### src/rtl/ufn_pkg.sv
// constants shared by the frame number and low-speed threshold logic
package ufn_pkg;

  // field widths
  localparam int unsigned FRAME_COUNT_W = 16;      // frame counter width
  localparam int unsigned LST_W         = 11;      // low-speed threshold width
  localparam int unsigned BITS_LEFT_W   = 14;      // bit times left in frame
  localparam int unsigned DATA_W        = 32;      // command data width
  localparam int unsigned CMD_W         = 8;       // command code width
  localparam int unsigned DIV_W         = 5;       // bit-time divider width

  // command codes
  localparam logic [CMD_W-1:0] CMD_RD_FRAME_COUNT = 8'h0f;  // read frame count
  localparam logic [CMD_W-1:0] CMD_RD_LST         = 8'h11;  // read threshold
  localparam logic [CMD_W-1:0] CMD_WR_LST         = 8'h91;  // write threshold
  localparam int unsigned      CMD_WR_BIT         = 7;      // set on write codes

  // reset and default values
  localparam logic [FRAME_COUNT_W-1:0] FRAME_COUNT_RESET    = 16'h0000;
  localparam logic [FRAME_COUNT_W-1:0] FRAME_COUNT_MAX      = 16'hffff;
  localparam logic [FRAME_COUNT_W-1:0] FRAME_COUNT_STEP     = 16'h0001;
  localparam logic [LST_W-1:0]         LST_RESET            = 11'h628;   // 1576
  localparam logic [BITS_LEFT_W-1:0]   FRAME_PERIOD_DEFAULT = 14'h2edf;  // 11999
  localparam logic [BITS_LEFT_W-1:0]   BITS_LEFT_STEP       = 14'h0001;
  localparam logic [BITS_LEFT_W-1:0]   BITS_LEFT_ZERO       = 14'h0000;
  localparam logic [DATA_W-1:0]        DATA_ZERO            = 32'h0000_0000;

  // bit-time rate derived from the system clock
  localparam int unsigned CLK_PERIOD_PS = 4000;    // 250 mhz system clock
  localparam int unsigned BIT_TIME_PS   = 83333;   // 12 mbit/s bit time
  localparam int unsigned BIT_DIV       = BIT_TIME_PS / CLK_PERIOD_PS;
  localparam logic [DIV_W-1:0] DIV_LAST = DIV_W'(BIT_DIV - 1);
  localparam logic [DIV_W-1:0] DIV_ZERO = 5'h00;
  localparam logic [DIV_W-1:0] DIV_STEP = 5'h01;

endpackage : ufn_pkg

### src/rtl/ufn_timing_if.sv
// timing signals between frame control and the bit-time counter
`timescale 1ns/1ps
interface ufn_timing_if;
  logic                               run;           // counter runs while operational
  logic                               enter;         // one-cycle operational entry
  logic [ufn_pkg::BITS_LEFT_W-1:0]    frame_period;  // reload value
  logic                               bit_tick;      // one-cycle bit-time enable
  logic                               reload;        // one-cycle reload pulse
  logic [ufn_pkg::BITS_LEFT_W-1:0]    bits_left;     // bit times left in frame

  // bit-time counter side
  modport timer (input run, input enter, input frame_period,
                 output bit_tick, output reload, output bits_left);
  // frame control side
  modport ctrl  (output run, output enter, output frame_period,
                 input bit_tick, input reload, input bits_left);
endinterface : ufn_timing_if

### src/rtl/ufn_bit_timer.sv
// bit-time divider and bit-times-left down counter with frame reload
`timescale 1ns/1ps
module ufn_bit_timer (
  input  wire logic   clk_sys_i,  // system clock
  input  wire logic   rst_i,      // synchronous reset, active high
  ufn_timing_if.timer tif         // timing link to frame control
);

  logic [ufn_pkg::DIV_W-1:0]       div_ff;        // bit-time divider
  logic [ufn_pkg::DIV_W-1:0]       nxt_div;
  logic                            tick_ff;       // bit-time enable pulse
  logic                            nxt_tick;
  logic [ufn_pkg::BITS_LEFT_W-1:0] left_ff;       // bit times left
  logic [ufn_pkg::BITS_LEFT_W-1:0] nxt_left;
  logic                            reload_ff;     // reload pulse
  logic                            nxt_reload;
  logic [ufn_pkg::BITS_LEFT_W-1:0] period;        // effective reload value

  // a zero period would stall the frame, so fall back to the default
  assign period = (tif.frame_period == ufn_pkg::BITS_LEFT_ZERO) ?
                  ufn_pkg::FRAME_PERIOD_DEFAULT : tif.frame_period;

  // next values of divider, counter and reload pulse
  always_comb begin
    nxt_div    = div_ff;
    nxt_tick   = 1'b0;
    nxt_left   = left_ff;
    nxt_reload = 1'b0;
    // divider free-runs, pulse on the last count
    if (div_ff == ufn_pkg::DIV_LAST) begin
      nxt_div  = ufn_pkg::DIV_ZERO;
      nxt_tick = 1'b1;
    end else begin
      nxt_div  = div_ff + ufn_pkg::DIV_STEP;
    end
    if (tif.enter) begin
      // operational entry loads the frame and counts as a reload
      nxt_left   = period;
      nxt_reload = 1'b1;
    end else if (tif.run && tick_ff) begin
      if (left_ff == ufn_pkg::BITS_LEFT_ZERO) begin
        // reload at the bit-time boundary after reaching zero
        nxt_left   = period;
        nxt_reload = 1'b1;
      end else begin
        // one bit time gone
        nxt_left = left_ff - ufn_pkg::BITS_LEFT_STEP;
      end
    end
  end

  // register the timer state
  always_ff @(posedge clk_sys_i) begin
    if (rst_i) begin
      div_ff    <= ufn_pkg::DIV_ZERO;
      tick_ff   <= 1'b0;
      left_ff   <= ufn_pkg::BITS_LEFT_ZERO;
      reload_ff <= 1'b0;
    end else begin
      div_ff    <= nxt_div;
      tick_ff   <= nxt_tick;
      left_ff   <= nxt_left;
      reload_ff <= nxt_reload;
    end
  end

  assign tif.bit_tick  = tick_ff;
  assign tif.reload    = reload_ff;
  assign tif.bits_left = left_ff;
endmodule // ufn_bit_timer

### src/rtl/ufn_frame_timer.sv
// frame number counter, low-speed threshold register and command decode
`timescale 1ns/1ps
// Overview of operation
// - frame count is 16 bits, upper zero
// - frame count increments on every frame reload
// - frame count wraps from maximum to zero
// - operational entry increments frame count automatically
// - each increment raises the frame start flag
// - frame count read-only via code 0f
// - threshold is 11 bits, upper bits zero
// - start low-speed only if left >= threshold
// - check commits eight-byte low-speed packet
// - threshold resets to 1576
// - threshold read code 11, write 91
// - threshold stays fixed while scheduling
// - bits left decrements, reloads after zero
// - frame period defaults to 11999
module ufn_frame_timer (
  input  wire logic                              clk_sys_i,           // system clock
  input  wire logic                              rst_i,               // sync reset, high
  input  wire logic                              operational_i,       // operational state
  input  wire logic [ufn_pkg::BITS_LEFT_W-1:0]   frame_period_i,      // frame period
  input  wire logic                              cmd_valid_i,         // command strobe
  input  wire logic [ufn_pkg::CMD_W-1:0]         cmd_code_i,          // command code
  input  wire logic [ufn_pkg::DATA_W-1:0]        cmd_wdata_i,         // write data
  input  wire logic                              ls_request_i,        // low-speed ask
  output logic      [ufn_pkg::DATA_W-1:0]        rd_data_o,           // read data
  output logic                                   rd_valid_o,          // read data valid
  output logic                                   frame_start_flag_o,  // frame start set
  output logic                                   ls_start_o,          // low-speed go
  output logic                                   ls_refuse_o,         // low-speed no
  output logic      [ufn_pkg::BITS_LEFT_W-1:0]   frame_bits_left_o    // bits left
);

  // read codes have the write bit clear
  function automatic logic is_read_code(input logic [ufn_pkg::CMD_W-1:0] code);
    return !code[ufn_pkg::CMD_WR_BIT];
  endfunction

  ufn_timing_if tif ();  // link to the bit-time counter

  logic [ufn_pkg::FRAME_COUNT_W-1:0] frame_count_ff;   // frame count
  logic [ufn_pkg::FRAME_COUNT_W-1:0] nxt_frame_count;
  logic [ufn_pkg::LST_W-1:0]         lst_ff;           // low-speed threshold
  logic [ufn_pkg::LST_W-1:0]         nxt_lst;
  logic                              op_ff;            // previous operational level
  logic [ufn_pkg::DATA_W-1:0]        rd_data_ff;       // read data
  logic [ufn_pkg::DATA_W-1:0]        nxt_rd_data;
  logic                              rd_valid_ff;      // read valid pulse
  logic                              nxt_rd_valid;
  logic                              sof_ff;           // frame start pulse
  logic                              ls_start_ff;      // low-speed grant pulse
  logic                              nxt_ls_start;
  logic                              ls_refuse_ff;     // low-speed refusal pulse
  logic                              nxt_ls_refuse;
  logic                              lst_locked;       // threshold frozen
  logic                              ls_fits;          // enough bits left

  // operational entry is the rising edge of the state level
  assign tif.enter        = operational_i && !op_ff;
  assign tif.run          = operational_i;
  assign tif.frame_period = frame_period_i;

  // bit-time counter and reload source
  ufn_bit_timer u_bit_timer (
    .clk_sys_i (clk_sys_i),
    .rst_i     (rst_i),
    .tif       (tif)
  );

  // threshold is frozen while transfers are scheduled
  assign lst_locked = operational_i || op_ff;
  // eight-byte low-speed packet is committed only if it fits
  assign ls_fits = tif.bits_left >= ufn_pkg::BITS_LEFT_W'(lst_ff);

  // frame count, threshold and command answers
  always_comb begin
    nxt_frame_count = frame_count_ff;
    nxt_lst         = lst_ff;
    nxt_rd_data     = ufn_pkg::DATA_ZERO;
    nxt_rd_valid    = 1'b0;
    nxt_ls_start    = 1'b0;
    nxt_ls_refuse   = 1'b0;
    // count frames on each reload, wrapping naturally at the top
    if (tif.reload) begin
      nxt_frame_count = frame_count_ff + ufn_pkg::FRAME_COUNT_STEP;
    end
    if (cmd_valid_i) begin
      if (is_read_code(cmd_code_i)) begin
        nxt_rd_valid = 1'b1;
        case (cmd_code_i)
          // frame count read, upper half zero
          ufn_pkg::CMD_RD_FRAME_COUNT: begin
            nxt_rd_data = ufn_pkg::DATA_W'(frame_count_ff);
          end
          // threshold read, upper bits zero
          ufn_pkg::CMD_RD_LST: begin
            nxt_rd_data = ufn_pkg::DATA_W'(lst_ff);
          end
          // unmapped read answers zero
          default: begin
            nxt_rd_data = ufn_pkg::DATA_ZERO;
          end
        endcase
      end else if (cmd_code_i == ufn_pkg::CMD_WR_LST && !lst_locked) begin
        // threshold write, reserved bits dropped
        nxt_lst = cmd_wdata_i[ufn_pkg::LST_W-1:0];
      end
    end
    // low-speed start decision
    if (ls_request_i) begin
      nxt_ls_start  = ls_fits;
      nxt_ls_refuse = !ls_fits;
    end
  end

  // register frame count, threshold and answers
  always_ff @(posedge clk_sys_i) begin
    if (rst_i) begin
      frame_count_ff <= ufn_pkg::FRAME_COUNT_RESET;
      lst_ff         <= ufn_pkg::LST_RESET;
      op_ff          <= 1'b0;
      rd_data_ff     <= ufn_pkg::DATA_ZERO;
      rd_valid_ff    <= 1'b0;
      sof_ff         <= 1'b0;
      ls_start_ff    <= 1'b0;
      ls_refuse_ff   <= 1'b0;
    end else begin
      frame_count_ff <= nxt_frame_count;
      lst_ff         <= nxt_lst;
      op_ff          <= operational_i;
      rd_data_ff     <= nxt_rd_data;
      rd_valid_ff    <= nxt_rd_valid;
      sof_ff         <= tif.reload;
      ls_start_ff    <= nxt_ls_start;
      ls_refuse_ff   <= nxt_ls_refuse;
    end
  end

  assign rd_data_o          = rd_data_ff;
  assign rd_valid_o         = rd_valid_ff;
  assign frame_start_flag_o = sof_ff;
  assign ls_start_o         = ls_start_ff;
  assign ls_refuse_o        = ls_refuse_ff;
  assign frame_bits_left_o  = tif.bits_left;
endmodule // ufn_frame_timer

### config.mk
export PLATFORM = sky130hd
export DESIGN_NAME = ufn_frame_timer
export DESIGN_NICKNAME = d
export VERILOG_FILES = /design/src/rtl/ufn_pkg.sv /design/src/rtl/ufn_timing_if.sv /design/src/rtl/ufn_bit_timer.sv /design/src/rtl/ufn_frame_timer.sv
export SDC_FILE = /design/constraint.sdc
export NUM_CORES = 1
export LEC_CHECK = 0
export ABC_AREA = 1
export BUFFER_PORTS_ARGS = -buffer_cell sky130_fd_sc_hd__buf_2
export CAP_MARGIN = 15
export CORE_ASPECT_RATIO = 1.5
export CORE_MARGIN = 1.5
export CORE_UTILIZATION = 53
export CTS_BUF_LIST = sky130_fd_sc_hd__clkbuf_16
export DETAILED_ROUTE_END_ITERATION = 6
export PLACE_DENSITY_LB_ADDON = 0.05
export SYNTH_ARGS = -nofsm -noshare
export SYNTH_HDL_FRONTEND = slang
export SYNTH_HIERARCHICAL = 1
export SYNTH_SLANG_ARGS = --single-unit
### constraint.sdc
create_clock -name clk_sys_i -period 2.1 [get_ports clk_sys_i]
set_input_delay 0.105 -clock clk_sys_i [delete_from_list [all_inputs] [get_ports clk_sys_i]]
set_output_delay 0.105 -clock clk_sys_i [all_outputs]
set_load 0.01 [all_outputs]
Word-level counts from Yosys, hierarchy flattened
Index checks and enable logic that the tools add are counted.
{"block": "totals", "latchBits": 0, "in_bits": 59, "register_bits": 85, "mem_bits_ro": 0, "ram_bits": 0, "memories": 0}
{"block": "classes", "magnitude_cmp": 1, "mux": 10, "n_mul": 0, "shifts": 0, "n_eq_ne": 4, "addsub": 3, "n_reduce_logical": 15, "bitwise_logic": 2, "n_div": 0}
{"cell": "$mux W14", "count": 4}
{"cell": "$pmux W16 S2", "count": 1}
{"cell": "$logic_not A14 Y1", "count": 2}
{"cell": "$add A16 B1 Y16 const B", "count": 1}
{"cell": "$ge A14 B11 Y1", "count": 1}
{"cell": "$sub A14 B1 Y14 const B", "count": 1}
{"cell": "$eq A8 B4 Y1 const B", "count": 1}
{"cell": "$eq A8 B5 Y1 const B", "count": 1}
{"cell": "$eq A8 B8 Y1 const B", "count": 1}
{"cell": "$reduce_or A2 Y1", "count": 3}
{"cell": "$add A5 B1 Y5 const B", "count": 1}
{"cell": "$eq A5 B5 Y1 const B", "count": 1}
{"cell": "$mux W1", "count": 5}
{"cell": "$logic_and A1 B1 Y1", "count": 3}
{"cell": "$logic_not A1 Y1", "count": 3}
{"cell": "$reduce_and A3 Y1", "count": 1}
{"cell": "$reduce_or A3 Y1", "count": 1}
{"cell": "$not A1 Y1", "count": 2}
{"cell": "$reduce_bool A2 Y1", "count": 1}
{"cell": "$logic_or A1 B1 Y1", "count": 1}

Logic depth before layout (Yosys ltp)
{"block": "depth", "ltp_word": 5, "depth_mapped": 11, "mapped_depth_nobuf": 11}

Hierarchy
The synthesis kept the hierarchy.
{"mod": "ufn_frame_timer", "cells_each": 359, "n_inst": 1, "area_per_inst_um2": 2542.4}
{"mod": "ufn_bit_timer", "cells_each": 213, "n_inst": 1, "area_per_inst_um2": 1346.3}

Worst setup path after synthesis
OpenSTA, ideal clock, no wires.
{"block": "synth_timing", "kind": "reg-to-reg", "start": "reg u_bit_timer.left_ff (netlist bit u_bit_timer/tif.bits_left[0])", "end": "reg u_bit_timer.left_ff (netlist bit u_bit_timer/tif.bits_left[10])", "path_stages_with_launch": 9, "setup_slack_ns": 0.533, "path_buffers": 0, "arrival_time_ns": 1.453, "cell_sequence": "dfxtp_1 -> inv_1 -> ha_1 -> nand2_2 -> nor2_4 -> a21oi_1 -> nand3_1 -> nand3_1 -> nand2_1"}
{"block": "synth_via", "elab_chain_len": 4}
{"element": "start, declared", "line": "ufn_bit_timer.sv:13", "source": "logic [ufn_pkg::BITS_LEFT_W-1:0] left_ff;"}
{"element": "start signal, assigned", "line": "ufn_bit_timer.sv:57", "source": "left_ff <= ufn_pkg::BITS_LEFT_ZERO;"}
{"element": "start signal, assigned", "line": "ufn_bit_timer.sv:62", "source": "left_ff <= nxt_left;"}
{"element": "$sub A14 B1 Y14 / $logic_not A14 Y1 (equally long branches)", "line": "ufn_bit_timer.sv:47, ufn_bit_timer.sv:41"}
{"element": "$mux W14 *", "line": "ufn_bit_timer.sv:41", "source": "if (left_ff == ufn_pkg::BITS_LEFT_ZERO) begin"}
{"element": "$mux W14 *", "line": "ufn_bit_timer.sv:40", "source": "end else if (tif.run && tick_ff) begin"}
{"element": "$mux W14 *", "line": "ufn_bit_timer.sv:36", "source": "if (tif.enter) begin"}
Mark *: on every way between the ends. The rest lies on a longest branch, timed or not. The select of a mux whose other input is x is not followed.
A chain may end at the register's enable or synchronous reset.

Worst setup path after layout
{"block": "layout_timing", "start": "reg u_bit_timer.left_ff (netlist bit u_bit_timer/tif.bits_left[0])", "end": "reg u_bit_timer.left_ff (netlist bit u_bit_timer/tif.bits_left[9])"}
The elaborated chain is that of the path after synthesis.

==> out/results.txt <==
DP HPWL: 7.21 mm
CP most frequent cell: nand3_1
clock root cell: clkbuf_16
GR Util met1: 24.6%
Worst Path Buf+Inv: 1
required time worst endpoint: 2320 ps
Seq cells post-synth: 69
Placed Area: 4260 sq um
Synth top area share: 35.5%
fin. max-slew vios: 0
min-delay worst type: primary input to register
Period Utilization, post-route: 87.1%
top-count cell post-synth: nand2_1
FP Rows: 38
Seq/Total Area, Yosys: 35.5%
RePlAce Congestion: 0.911
synthesized area: 3890 sq um
TritonCTS clock tree: done
Max-Cap Viols: 0
unique cell type count in the Yosys netlist: 36
Die ar.: 7870 sq um
n_diodes: 0
design area: 4580 sq um
setup bufs post-CTS: 0
status: completed
worst vdd ir: 0.490 mV
layer with the highest usage: met2
Slew @ Worst Pin: 920 ps
vias in the first global route: 3,664
Max stage delay on crit path: 460 ps
Core Area: 7180 sq um
CP max-delay cell: a21oi_1
layout cells sized above 1: 19.0%
LEAKAGE: 2.28 nW
CTS resizes: 0
Largest delay share family, worst path: simple AND/OR/NAND/NOR gates
first-pass GRT wire length: 15.7 mm
H-tree depth: 3
initial antenna violation count: 0
All-Layer GR Usage: 26.1%
Final nets: 724
Synth Area per Inst: 6.80 sq um
Hold WS: 4.36 ps
Via density: 4.99
WL final: 9.38 mm
Arrival @ worst endpoint: 2050 ps
Area Growth Syn to Fin: 17.7%
via count: 3,759
Fin. Hold Viols: 0
EDFF count, synth: 0
minimum clock period: 1830 ps
ys flop type: dfxtp_1
met3 usage: 4.68%
CTS Buffer Depth: 2
io pins: 109
Iteration-0 DRC Markers: 156
setup TNS: 0 ps
RSZ-0062 raised after global routing: no
total gr overflow: 0
cts hold-fix bufs: 5
Synth area leader: dfxtp_1
critical-path maximum fanout: 7
CP startpoint kind: register
crit end category: register
pwr/cell area: 780 nW/um^2
ANT nets after route: 0
critical path class: register to register
die outline width: 72.9 um
met2 Use GR: 50.6%
Setup Skew: 5.43 ps
clk sink count: 69
largest net degree at the start of global routing: 23
Total Power: 3.57 mW
Starting Density: 54.2%
Max Freq: 546 MHz
Clk Latency, worst-skew pair: 330 ps
Die Y-Extent: 108 um
DRC viols: 0
WL per Instance: 12.4 um
most frequent cells after synthesis: 137 x nand2_1, 72 x nor2_1, 71 x inv_1, 69 x dfxtp_1, 68 x nand3_1
synth warn: 6
Inserted Clock Buffers: 9
CP Cell Sequence: inv_1 > ha_1 > nand2_2 > nor2_4 > a21oi_1 > nand3_1 > nand3_1 > nand2_1
Async S/R FF share, synth: 0%
Max-slew headroom: 38.5%
Port Buffers: 71
largest cells by area after synthesis: dfxtp_1 36%, nand2_1 13%, nand3_1 8.8%
post-synthesis cell count: 572
Pre-antenna DRT Iters: 5
clk slew on worst S/H paths: 50 ps
endpoints failing setup: 0
[final cells by class]
class                           instances  area, sq um
Multi-Input combinational cell        415         2080
Timing Repair Buffer                   81          443
Clock inverter                          5         45.0
Inverter                               75          282
Clock buffer                            9          225
Sequential cell                        69         1380
Tap cell                              100          125
Fill cell                             691         2600
[metal layers]
| metal | up-vias | share of wire [%] |
|---|---|---|
| met5 | - | 0 |
| met4 | 0 | 3.0 |
| met3 | 19 | 2.1 |
| met2 | 64 | 57 |
| met1 | 1719 | 38 |
| li1 | 1957 | - |
[logic make-up after synthesis]
| group | Yosys count | share of synthesized area (%) |
|---|---|---|
| AND/OR/NAND/NOR | 340 | 40.9 |
| buffers and inverters | 103 | 12.5 |
| flip-flops | 69 | 35.5 |
| AO/OA/AOI/OAI | 41 | 5.57 |
| adder cells (fa/ha/maj) | 14 | 4.50 |
| XOR/XNOR | 4 | 0.901 |
| other | 1 | 0.0964 |
[worst min-delay path: stages]
cell and delay [ps]:
buf_2 80, nor2_2 30, nor2_1 80
[report_power, final]
| group | total, mW | switching [mW] | internal (mW) | leakage [nW] |
|---|---|---|---|---|
| registers | 1.44 | 0.0793 | 1.36 | 0.560 |
| clock network | 1.41 | 0.522 | 0.888 | 0.135 |
| logic | 0.720 | 0.454 | 0.266 | 1.58 |
| total | 3.57 | 1.06 | 2.52 | 2.28 |
[registers in the layout, summed over array words and instances (netlist names), 5 cells and up]
register                   flops
lst_ff                        11
u_bit_timer/div_ff             5
u_bit_timer/tif.bits_left     14
rd_data_o                     16
frame_count_ff                16
[cells in the final DEF (no fill, tap or decap), types with 9 or more instances in the layout]
cell type  Yosys  routed
nand4_1       14      14
ha_1          14      14
nand2_1      137     137
o21ai_0       10      10
nor2_1        72      72
nor3_1        10      10
a21oi_1       23      23
nand3_1       68      68
dfxtp_1       69      69
clkbuf_16      0       9
buf_2          7      71
inv_1         71      72
conb_1         1      16
nor2_2        11      11
[worst paths after layout]
check	slack, ps	end	cells after the start	startpoint
max reg2reg	270	u_bit_timer/tif.bits_left[9]	8	u_bit_timer/tif.bits_left[0]
min reg2reg	440	u_bit_timer/div_ff[0]	1	u_bit_timer/div_ff[0]
max	270	u_bit_timer/tif.bits_left[9]	8	u_bit_timer/tif.bits_left[0]
min	4	lst_ff[6]	3	cmd_wdata_i[6]
[stage by stage]
| step | cells | utilization (%) | setup slack, ps |
|---|---|---|---|
| after floorplan | 587 | - | 533 |
| after global placement | 735 | 59.3 | 378 |
| after detailed placement | 735 | 59.3 | 309 |
| after CTS | 754 | 63.8 | 294 |
| after global routing | 754 | 63.8 | 36.4 |
| final | 754 | 63.8 | 270 |
No activity file was read; power rests on OpenSTA's default activity.
